--- config.mk ---
export PLATFORM = sky130hd
export DESIGN_NAME = translation_ram_dma_loader
export DESIGN_NICKNAME = d
export VERILOG_FILES = /design/src/include/tram_loader_pkg.sv /design/src/hdl/dma_timer.sv /design/src/hdl/translation_ram.sv /design/src/hdl/translation_ram_dma_loader.sv
export SDC_FILE = /design/constraint.sdc
export NUM_CORES = 2
export LEC_CHECK = 0
export BUFFER_PORTS_ARGS = -buffer_cell sky130_fd_sc_hd__buf_4
export CAP_MARGIN = 20
export CORE_MARGIN = 2
export CORE_UTILIZATION = 40
export CTS_BUF_LIST = sky130_fd_sc_hd__clkbuf_2
export CTS_CLUSTER_DIAMETER = 30
export DETAILED_ROUTE_END_ITERATION = 16
export PLACE_DENSITY = 0.58
export SLEW_MARGIN = 20
export SYNTH_ARGS = -nofsm -noshare
export SYNTH_HDL_FRONTEND = slang
export SYNTH_HIERARCHICAL = 1
export SYNTH_SLANG_ARGS = --single-unit
--- constraint.sdc ---
create_clock -name mclk -period 16.5 [get_ports mclk]
set_clock_uncertainty 0.05 [all_clocks]
set_input_delay 0.825 -clock mclk [delete_from_list [all_inputs] [get_ports mclk]]
set_output_delay 0.825 -clock mclk [all_outputs]
set_load 0.1 [all_outputs]
--- src/include/tram_loader_pkg.sv ---
// Constants and types shared by the translation RAM DMA loader.
`default_nettype none
package tram_loader_pkg;
  // Register byte offsets on the register bus.
  localparam logic [11:0] OFF_CONTROL_STATUS_FIRST   = 12'h000;
  localparam logic [11:0] OFF_CONTROL_STATUS_SECOND   = 12'h004;
  localparam logic [11:0] OFF_BADDR  = 12'h008;
  localparam logic [11:0] OFF_BCNT   = 12'h00C;
  localparam logic [11:0] OFF_CKSUM  = 12'h010;
  localparam logic [11:0] OFF_RAMADR = 12'h014;
  localparam logic [11:0] OFF_RAMDAT = 12'h018;
  // Field positions in control_status_first.
  localparam int A_GO     = 0;
  localparam int A_TEST   = 2;
  localparam int A_FMT    = 3;
  localparam int A_ADRX   = 4;
  localparam int A_INTEN  = 6;
  localparam int A_DONE   = 7;
  localparam int A_ERRRST = 8;
  localparam int A_LINIT  = 9;
  localparam int A_ERR    = 15;
  // Field positions in control_status_second.
  localparam int B_MEMTO  = 0;
  localparam int B_DEMTO  = 1;
  localparam int B_TTYPE  = 4;
  localparam logic [2:0] TT_RAMPAR = 3'h1;
  // Operating modes as {format_unit_load, test_mode}.
  localparam logic [1:0] MODE_PRINT   = 2'h0;
  localparam logic [1:0] MODE_TEST    = 2'h1;
  localparam logic [1:0] MODE_FORMAT  = 2'h2;
  localparam logic [1:0] MODE_RAMLOAD = 2'h3;
  // Timing.
  localparam int CLK_NS        = 25;
  localparam int MEM_TO_NS     = 10000;
  localparam int DEMAND_TO_NS  = 100000;
  localparam logic [11:0] MEM_TO_CYC    = 12'((MEM_TO_NS + CLK_NS - 1) / CLK_NS);
  localparam logic [11:0] DEMAND_TO_CYC = 12'((DEMAND_TO_NS + CLK_NS - 1) / CLK_NS);
  localparam logic [11:0] BCNT_LAST = 12'h000;
  localparam logic [7:0]  RAM_FIRST = 8'h00;
  typedef enum logic [3:0] {
    ST_IDLE   = 4'h1,
    ST_REQ    = 4'h2,
    ST_XFER   = 4'h4,
    ST_STROBE = 4'h8
  } state_t;
endpackage : tram_loader_pkg
`default_nettype wire

--- src/hdl/dma_timer.sv ---
// Watchdog counter that flags when its run input has stayed high for LIMIT cycles.
`default_nettype none
module dma_timer #(
  parameter logic [11:0] LIMIT = 12'h001
) (
  input  wire logic mclk,
  input  wire logic rst,
  input  wire logic run,
  output logic      expired
);
  logic [11:0] cnt_q;
  logic        exp_q;

  always_ff @(posedge mclk) begin
    if (rst || !run) begin
      cnt_q <= 12'h000;
      exp_q <= 1'b0;
    end else if (cnt_q == LIMIT - 12'h001) begin
      exp_q <= 1'b1;
    end else begin
      cnt_q <= cnt_q + 12'h001;
    end
  end

  assign expired = exp_q;
endmodule : dma_timer
`default_nettype wire

--- src/hdl/translation_ram.sv ---
// Flip-flop translation RAM of 256 words with parity generated on write.
`default_nettype none
module translation_ram (
  input  wire logic        mclk,
  input  wire logic        rst,
  input  wire logic        we,
  input  wire logic [7:0]  waddr,
  input  wire logic [11:0] wdata,
  input  wire logic        evenPar,
  input  wire logic [7:0]  raddr,
  output logic      [12:0] rdata
);
  logic [12:0] mem [256];
  logic        parBit;
  logic [12:0] word;

  // Odd parity sets the bit when the twelve data bits hold an even count of ones.
  assign parBit = evenPar ? (^wdata) : ~(^wdata);
  assign word   = {parBit, wdata};

  for (genvar i = 0; i < 256; i++) begin : g_word
    always_ff @(posedge mclk) begin
      if (we && waddr == 8'(i)) begin
        mem[i] <= word;
      end
    end
  end

  assign rdata = mem[raddr];
endmodule : translation_ram
`default_nettype wire

--- src/hdl/translation_ram_dma_loader.sv ---
// Translation RAM DMA loader: registers, mode decode, bus requests and byte sequencing.
`default_nettype none
module translation_ram_dma_loader (
  input  wire logic        mclk,
  input  wire logic        rst,
  input  wire logic        busInit,
  input  wire logic        acLo,
  input  wire logic        psel,
  input  wire logic        penable,
  input  wire logic        pwrite,
  input  wire logic [11:0] paddr,
  input  wire logic [31:0] pwdata,
  output logic      [31:0] prdata,
  output logic             pready,
  output logic             pslverr,
  output logic             dmaReq,
  input  wire logic        dmaGrant,
  output logic             msyn,
  output logic      [17:0] dmaAddr,
  input  wire logic        ssyn,
  input  wire logic [15:0] dmaRdata,
  output logic             intReq,
  input  wire logic        printerDemand,
  output logic             printerStrobe,
  output logic      [7:0]  printerData
);
  tram_loader_pkg::state_t state_q, state_d;

  logic        go_q, testMode_q, fmtLoad_q, intEn_q, done_q;
  logic [1:0]  addrX_q;
  logic        memErr_q, demErr_q;
  logic [2:0]  testType_q;
  logic [15:0] busAddr_q;
  logic [11:0] byteCnt_q;
  logic [7:0]  cksum_q, charBuf_q, ramAddr_q;
  logic        strobe_q, demandD_q;
  logic        dmaReq_q, msyn_q, intReq_q, lptStrobe_q;
  logic [17:0] dmaAddr_q;
  logic [7:0]  lptData_q;
  logic [31:0] prdata_q;
  logic        pready_q, pslverr_q;
  logic [15:0] csraVal, csrbVal, rdMux;
  logic [12:0] ramRdata;

  // Register bus decode.
  wire logic apbAcc = psel & penable;
  wire logic apbWr  = apbAcc & pwrite & pready_q;
  wire logic selA   = paddr == tram_loader_pkg::OFF_CONTROL_STATUS_FIRST;
  wire logic selB   = paddr == tram_loader_pkg::OFF_CONTROL_STATUS_SECOND;
  wire logic selBa  = paddr == tram_loader_pkg::OFF_BADDR;
  wire logic selBc  = paddr == tram_loader_pkg::OFF_BCNT;
  wire logic selCk  = paddr == tram_loader_pkg::OFF_CKSUM;
  wire logic selRa  = paddr == tram_loader_pkg::OFF_RAMADR;
  wire logic selRd  = paddr == tram_loader_pkg::OFF_RAMDAT;
  wire logic mapped = selA | selB | selBa | selBc | selCk | selRa | selRd;
  wire logic csraWr = apbWr & selA;
  wire logic goSet  = csraWr & pwdata[tram_loader_pkg::A_GO] & ~go_q;
  wire logic errRst = csraWr & pwdata[tram_loader_pkg::A_ERRRST];
  wire logic lInit  = csraWr & pwdata[tram_loader_pkg::A_LINIT];
  wire logic clr    = rst | busInit | lInit;

  // Mode decode.
  wire logic [1:0] mode = {fmtLoad_q, testMode_q};
  wire logic isRamLoad  = mode == tram_loader_pkg::MODE_RAMLOAD;
  wire logic isSim      = isRamLoad | (mode == tram_loader_pkg::MODE_TEST);
  wire logic errAny     = memErr_q | demErr_q;
  wire logic evenPar    = testType_q == tram_loader_pkg::TT_RAMPAR;

  // Transfer events.
  wire logic inReq    = state_q == tram_loader_pkg::ST_REQ;
  wire logic inXfer   = state_q == tram_loader_pkg::ST_XFER;
  wire logic inStrobe = state_q == tram_loader_pkg::ST_STROBE;
  wire logic granted  = inReq & dmaReq_q & dmaGrant;
  wire logic capture  = inXfer & msyn_q & ssyn;
  wire logic memExp;
  wire logic demExp;
  wire logic toErr    = inXfer & memExp & ~capture;
  // The internal simulation drops the strobe at once; a real printer drops it by raising demand.
  wire logic strobeClr = isSim | printerDemand;
  wire logic demErr    = inStrobe & ~strobeClr & demExp;
  wire logic endStrobe = inStrobe & strobeClr;
  wire logic finish    = endStrobe & (byteCnt_q == tram_loader_pkg::BCNT_LAST);
  wire logic demandRise = printerDemand & ~demandD_q;
  wire logic [7:0] byteSel = busAddr_q[0] ? dmaRdata[15:8] : dmaRdata[7:0];

  dma_timer #(.LIMIT(tram_loader_pkg::MEM_TO_CYC)) u_memTimer (
    .mclk    (mclk),
    .rst     (clr),
    .run     (inXfer & msyn_q),
    .expired (memExp)
  );

  dma_timer #(.LIMIT(tram_loader_pkg::DEMAND_TO_CYC)) u_demTimer (
    .mclk    (mclk),
    .rst     (clr),
    .run     (inStrobe),
    .expired (demExp)
  );

  translation_ram u_ram (
    .mclk    (mclk),
    .rst     (clr),
    .we      (capture & isRamLoad),
    .waddr   (ramAddr_q),
    .wdata   (dmaRdata[11:0]),
    .evenPar (evenPar),
    .raddr   (ramAddr_q),
    .rdata   (ramRdata)
  );

  // A halted controller with go still set picks up again once the error is cleared.
  always_comb begin
    state_d = state_q;
    case (state_q)
      tram_loader_pkg::ST_IDLE: begin
        if (go_q && !errAny) state_d = tram_loader_pkg::ST_REQ;
      end
      tram_loader_pkg::ST_REQ: begin
        if (errAny) state_d = tram_loader_pkg::ST_IDLE;
        else if (granted) state_d = tram_loader_pkg::ST_XFER;
      end
      tram_loader_pkg::ST_XFER: begin
        if (capture) state_d = tram_loader_pkg::ST_STROBE;
        else if (toErr) state_d = tram_loader_pkg::ST_IDLE;
      end
      tram_loader_pkg::ST_STROBE: begin
        if (demErr || finish) state_d = tram_loader_pkg::ST_IDLE;
        else if (endStrobe) state_d = tram_loader_pkg::ST_REQ;
      end
      default: state_d = tram_loader_pkg::ST_IDLE;
    endcase
  end

  always_ff @(posedge mclk) begin
    if (clr) state_q <= tram_loader_pkg::ST_IDLE;
    else state_q <= state_d;
  end

  // Control bits; hardware clearing of go is placed last so it wins.
  always_ff @(posedge mclk) begin
    if (clr) begin
      go_q       <= 1'b0;
      testMode_q <= 1'b0;
      fmtLoad_q  <= 1'b0;
      addrX_q    <= 2'h0;
      intEn_q    <= 1'b0;
      testType_q <= 3'h0;
    end else begin
      if (csraWr) begin
        go_q       <= pwdata[tram_loader_pkg::A_GO];
        testMode_q <= pwdata[tram_loader_pkg::A_TEST];
        fmtLoad_q  <= pwdata[tram_loader_pkg::A_FMT];
        addrX_q    <= pwdata[tram_loader_pkg::A_ADRX +: 2];
        intEn_q    <= pwdata[tram_loader_pkg::A_INTEN];
      end
      if (apbWr && selB) testType_q <= pwdata[tram_loader_pkg::B_TTYPE +: 3];
      if (finish) go_q <= 1'b0;
    end
  end

  // The demand edge detector follows the pin through a local or bus initialize.
  // Clearing it there would report a false rising edge while the printer stays on-line.
  always_ff @(posedge mclk) begin
    if (rst) demandD_q <= 1'b0;
    else demandD_q <= printerDemand;
  end

  // Status flags: a setting event beats a clear in the same cycle.
  always_ff @(posedge mclk) begin
    if (clr) begin
      done_q    <= 1'b0;
      memErr_q  <= 1'b0;
      demErr_q  <= 1'b0;
    end else begin
      if (finish || demandRise) done_q <= 1'b1;
      else if (goSet) done_q <= 1'b0;
      if (toErr) memErr_q <= 1'b1;
      else if (errRst) memErr_q <= 1'b0;
      if (demErr) demErr_q <= 1'b1;
      else if (errRst) demErr_q <= 1'b0;
    end
  end

  // Address, count, buffer and checksum datapath.
  always_ff @(posedge mclk) begin
    if (clr) begin
      busAddr_q <= 16'h0000;
      byteCnt_q <= 12'h000;
      ramAddr_q <= 8'h00;
      charBuf_q <= 8'h00;
      cksum_q   <= 8'h00;
    end else begin
      if (apbWr && selBa) busAddr_q <= pwdata[15:0];
      if (apbWr && selBc) byteCnt_q <= pwdata[11:0];
      if (apbWr && selRa && !go_q) ramAddr_q <= pwdata[7:0];
      if (goSet) ramAddr_q <= tram_loader_pkg::RAM_FIRST;
      if (capture) begin
        busAddr_q <= busAddr_q + 16'h0001;
        byteCnt_q <= byteCnt_q + 12'h001;
        charBuf_q <= byteSel;
        cksum_q   <= cksum_q + byteSel;
        if (busAddr_q[0]) ramAddr_q <= ramAddr_q + 8'h01;
      end
    end
  end

  // Bus master and printer side signals.
  always_ff @(posedge mclk) begin
    if (clr) begin
      dmaReq_q    <= 1'b0;
      msyn_q      <= 1'b0;
      dmaAddr_q   <= 18'h00000;
      intReq_q    <= 1'b0;
      strobe_q    <= 1'b0;
      lptStrobe_q <= 1'b0;
      lptData_q   <= 8'h00;
    end else begin
      dmaReq_q <= inReq & ~granted & ~errAny & ~acLo;
      if (granted) begin
        msyn_q    <= 1'b1;
        dmaAddr_q <= {addrX_q, busAddr_q};
      end else if (capture || toErr) begin
        msyn_q <= 1'b0;
      end
      intReq_q <= intEn_q & (done_q | errAny) & ~acLo;
      if (capture) strobe_q <= 1'b1;
      else if (endStrobe) strobe_q <= 1'b0;
      lptStrobe_q <= capture & ~isSim;
      if (capture && !isSim) lptData_q <= byteSel;
    end
  end

  // Read mux and register bus answer; the answer comes one cycle into the access phase.
  always_comb begin
    csraVal = 16'h0000;
    csraVal[tram_loader_pkg::A_GO]      = go_q;
    csraVal[tram_loader_pkg::A_TEST]    = testMode_q;
    csraVal[tram_loader_pkg::A_FMT]     = fmtLoad_q;
    csraVal[tram_loader_pkg::A_ADRX +: 2] = addrX_q;
    csraVal[tram_loader_pkg::A_INTEN]   = intEn_q;
    csraVal[tram_loader_pkg::A_DONE]    = done_q;
    csraVal[tram_loader_pkg::A_ERR]     = errAny;
    csrbVal = 16'h0000;
    csrbVal[tram_loader_pkg::B_MEMTO]   = memErr_q;
    csrbVal[tram_loader_pkg::B_DEMTO]   = demErr_q;
    csrbVal[tram_loader_pkg::B_TTYPE +: 3] = testType_q;
    rdMux = 16'h0000;
    if (selA) rdMux = csraVal;
    if (selB) rdMux = csrbVal;
    if (selBa) rdMux = busAddr_q;
    if (selBc) rdMux = {4'h0, byteCnt_q};
    if (selCk) rdMux = {8'h00, cksum_q};
    if (selRa) rdMux = {8'h00, ramAddr_q};
    if (selRd) rdMux = {3'h0, ramRdata};
  end

  always_ff @(posedge mclk) begin
    if (rst) begin
      pready_q  <= 1'b0;
      pslverr_q <= 1'b0;
      prdata_q  <= 32'h00000000;
    end else begin
      pready_q  <= apbAcc & ~pready_q;
      pslverr_q <= apbAcc & ~pready_q & ~mapped;
      if (apbAcc && !pready_q) prdata_q <= {16'h0000, rdMux};
    end
  end

  assign prdata        = prdata_q;
  assign pready        = pready_q;
  assign pslverr       = pslverr_q;
  assign dmaReq        = dmaReq_q;
  assign msyn          = msyn_q;
  assign dmaAddr       = dmaAddr_q;
  assign intReq        = intReq_q;
  assign printerStrobe = lptStrobe_q;
  assign printerData   = lptData_q;
endmodule : translation_ram_dma_loader
`default_nettype wire

==> results.yml <==
clock_network:
  cts_resized: 0
  cts_sinks: 3463
  htreeDepth: 6
  cts.clk_slew.worst_paths_ns: 0.09
  cts_tree: "done"
  root_buffer: "clkbuf_2"
  cts_post_setup_buffers_inserted: 0
  clock_latency_ns: 2.16
  cts_max_path_buffers: 4
  numCtsBuffers: 857
  hold_buffers: 210
global_routing:
  grt_max_degree: 194
  grt_pass1_wl_mm: 538
  antenna_found_initial: 26
  grt_usage_pct: 21.8
  grt.overflow.total: 0
  grt_pass1_vias: 75500
timing:
  finalHoldViolCount: 0
  fin_crit_sh_pct: 40.1
  slew_headroom_pct: 14.6
  tns_ns: 0
  rsz0062_at_grt: "no"
  fmaxAchievable_mhz: 151
  tightest_slew_ns: 1.27
  setup_viol: 0
  finalCriticalPeriod_ns: 6.61
  slew_violations: 0
cells_and_area:
  areaGrowthSynthToFinish_pct: 13.2
  fin_nets: 8028
  fill_cells: 29178
  regArea_sq_um: 103000
  multi_input_area_sq_um: 30400
  post-route-util_pct: 45.5
  drive_gt1_share_pct: 30.5
synthesis:
  synth.cell_area_sq_um: 135000
  synth_ff_type: "edfxtp_1"
  syn_avg_cell_area_sq_um: 20.0
  synth-seq-area-share_pct: 75.8
  synth-edff-count: 3328
  synth_top_area_cell: "edfxtp_1"
  synth.area.top_cells: "edfxtp_1 74%, mux4_2 11%, mux2i_1 2.2%"
  synth-async-reset-ratio_pct: 0
  synth_top_area_share_pct: 73.8
  yosysWarnings: 6
  ys_types: 92
  syn_inst: 6765
  synth.ff_latch_count: 3463
floorplanning:
  core_sq_um: 337000
  die_height_um: 586
  row_count: 213
  design.die.area_sq_um: 343000
  die_w_um: 586
  initial_core_util_pct: 40.2
  io_pins: 134
route:
  antenna_left: 0
  drtIter0Drc: 8693
  via_per_inst: 5.69
  drt_pass1_iterations: 9
  wl_mm: 379
  avgRoutedWirePerCell_um: 28.9
  drc: 0
  vias: 74582
power_and_ir_drop:
  switching_power_mw: 3.77
  clkPwrFrac_pct: 36.7
  internal-power_mw: 12.3
  powerDensity_nw_per_um2: 105
  combPwrFrac_pct: 2.5
  p_leak_nw: 47.9
  p_sw_share_pct: 23.5
  peakVddDrop_v: 0.0000959
  seqPwrFrac_pct: 60.7
worst_setup_path:
  path_cells: "buf_4 > buf_12 > buf_4 > buf_4 > mux4_2 > a22oi_1 > a21oi_1 > nor4_2 > buf_4 > nor4_1 > a222oi_1 > o2bb2ai_1 > a21oi_1 > a211oi_1"
  worstPathArrival_ns: 8.61
  slowest_delay_ns: 0.87
  timing_worst_setup_path_type: "reg -> reg"
  worstSetupEndpointType: "flip-flop"
  crit_slowest_cell: "nor4_1"
  path_max_fanout: 103
  worstPathRequired_ns: 18.50
  startpoint_type: "flip-flop"
  crit_path_frequent_cell: "buf_4"
place:
  dp_hpwl_mm: 223
  numPortBuffers: 101
  gp_congestion: 0.882
flow_run:
  maxCapViolations: 0
run_status:
  status: "complete, no violations"
hold_path:
  hold_class: "in -> reg"
-- final timing paths --
check | slack, ns | endpoint | start | cells after the start
setup reg to reg | 9.89 | prdata[3] | ramAddr_q[1] | 14
hold / removal | 0.32 | u_ram/mem[139][9] | dmaRdata[9] | 4
hold reg to reg | 0.42 | dmaAddr[2] | dmaAddr[2] | 2
setup / recovery | 9.89 | prdata[3] | ramAddr_q[1] | 14
-- placed cells by master (no fill, tap or decap), drive strengths merged, types with 81 or more instances in the layout --
cell type	n
nor3	81
nor2	364
a21oi	217
dlygate4sd3	199
dfxtp	135
clkbuf	1229
mux4	694
a22oi	250
mux2i	297
nand2	152
buf	524
edfxtp	3328
clkinv	190
-- routing by layer --
| metal | track usage (%) | share of wire [%] |
|---|---|---|
| met1 | 28.9 | 40 |
| met2 | 35.3 | 48 |
| met3 | 4.76 | 9.1 |
| met4 | 7.86 | 3.1 |
| met5 | 0 | 0.019 |
-- flip-flops by register name, summed over array words and instances, names as in the netlist, 2 cells and up --
| register | count |
|---|---|
| addrX_q | 2 |
| busAddr_q | 16 |
| byteCnt_q | 12 |
| cksum_q | 8 |
| dmaAddr | 18 |
| prdata | 16 |
| printerData | 8 |
| ramAddr_q | 8 |
| state_q | 4 |
| testType_q | 3 |
| u_demTimer/cnt_q | 12 |
| u_memTimer/cnt_q | 12 |
| u_ram/mem | 3328 |
-- metrics by stage --
stage | std cells | power (mW) | cell area (sq um) | setup WS (ns) | hold WS (ns)
CTS | 13080 | 16.2 | 153000 | 9.63 | 0.00184
global placement | 11389 | 10.3 | 143000 | 9.62 | 0.398
detailed placement | 11390 | 10.3 | 143000 | 9.62 | 0.399
global route | 13082 | 16.7 | 153000 | 9.69 | 0.177
floorplan | 6780 | 10.1 | 135000 | 6.28 | 0.390
finish | 13097 | 16.0 | 153000 | 9.89 | 0.315
-- worst max-delay path: cells and delay by family (launching register included) --
kind                   cells  cell delay [ns]
multiplexers               1             0.33
buffers and inverters      5             2.77
AO/OA/AOI/OAI              6             1.54
flip-flops                 1             0.61
AND/OR/NAND/NOR            2             0.98
-- cell usage after synthesis (all sizes together), types with 36 or more instances --
cell type / instances
o21ai: 58
buf: 233
clkbuf: 185
nand3: 73
nor3: 81
o221ai: 68
mux2i: 297
dfxtp: 135
a21oi: 217
nand2: 152
nor4: 36
edfxtp: 3328
a211oi: 38
a22oi: 250
a22o: 47
mux4: 694
o22ai: 59
nor2: 364
-- kinds of logic after synthesis --
family	Yosys count	share of synthesized area, %
flip-flops	3463	75.8
multiplexers	1003	13.9
adder cells (fa/ha/maj)	14	0.135
XOR/XNOR	24	0.155
AND/OR/NAND/NOR	884	3.11
AO/OA/AOI/OAI	940	4.88
other	1	0.00277
buffers and inverters	436	1.97
-- final cells by class --
class | count | area share [%]
diodes | 17 | 0.0278
clock buffers | 1229 | 4.01
clock inverters | 251 | 1.23
inverters | 18 | 0.0441
multi-input cells | 2881 | 19.9
flip-flops and latches | 3463 | 67.0
well taps | 4515 | 3.69
repair buffers | 723 | 4.16
-- power groups by stage --
stage                     Clock [mW]  Combinational (mW)  Sequential [mW]
after floorplan                    0              0.0966             10.0
after global placement             0               0.344             9.93
after detailed placement           0               0.365             9.94
after CTS                       6.06               0.405             9.73
after global routing            6.50               0.430             9.74
final                           5.89               0.404             9.73
Note: power is estimated with default switching activity, not from simulation.
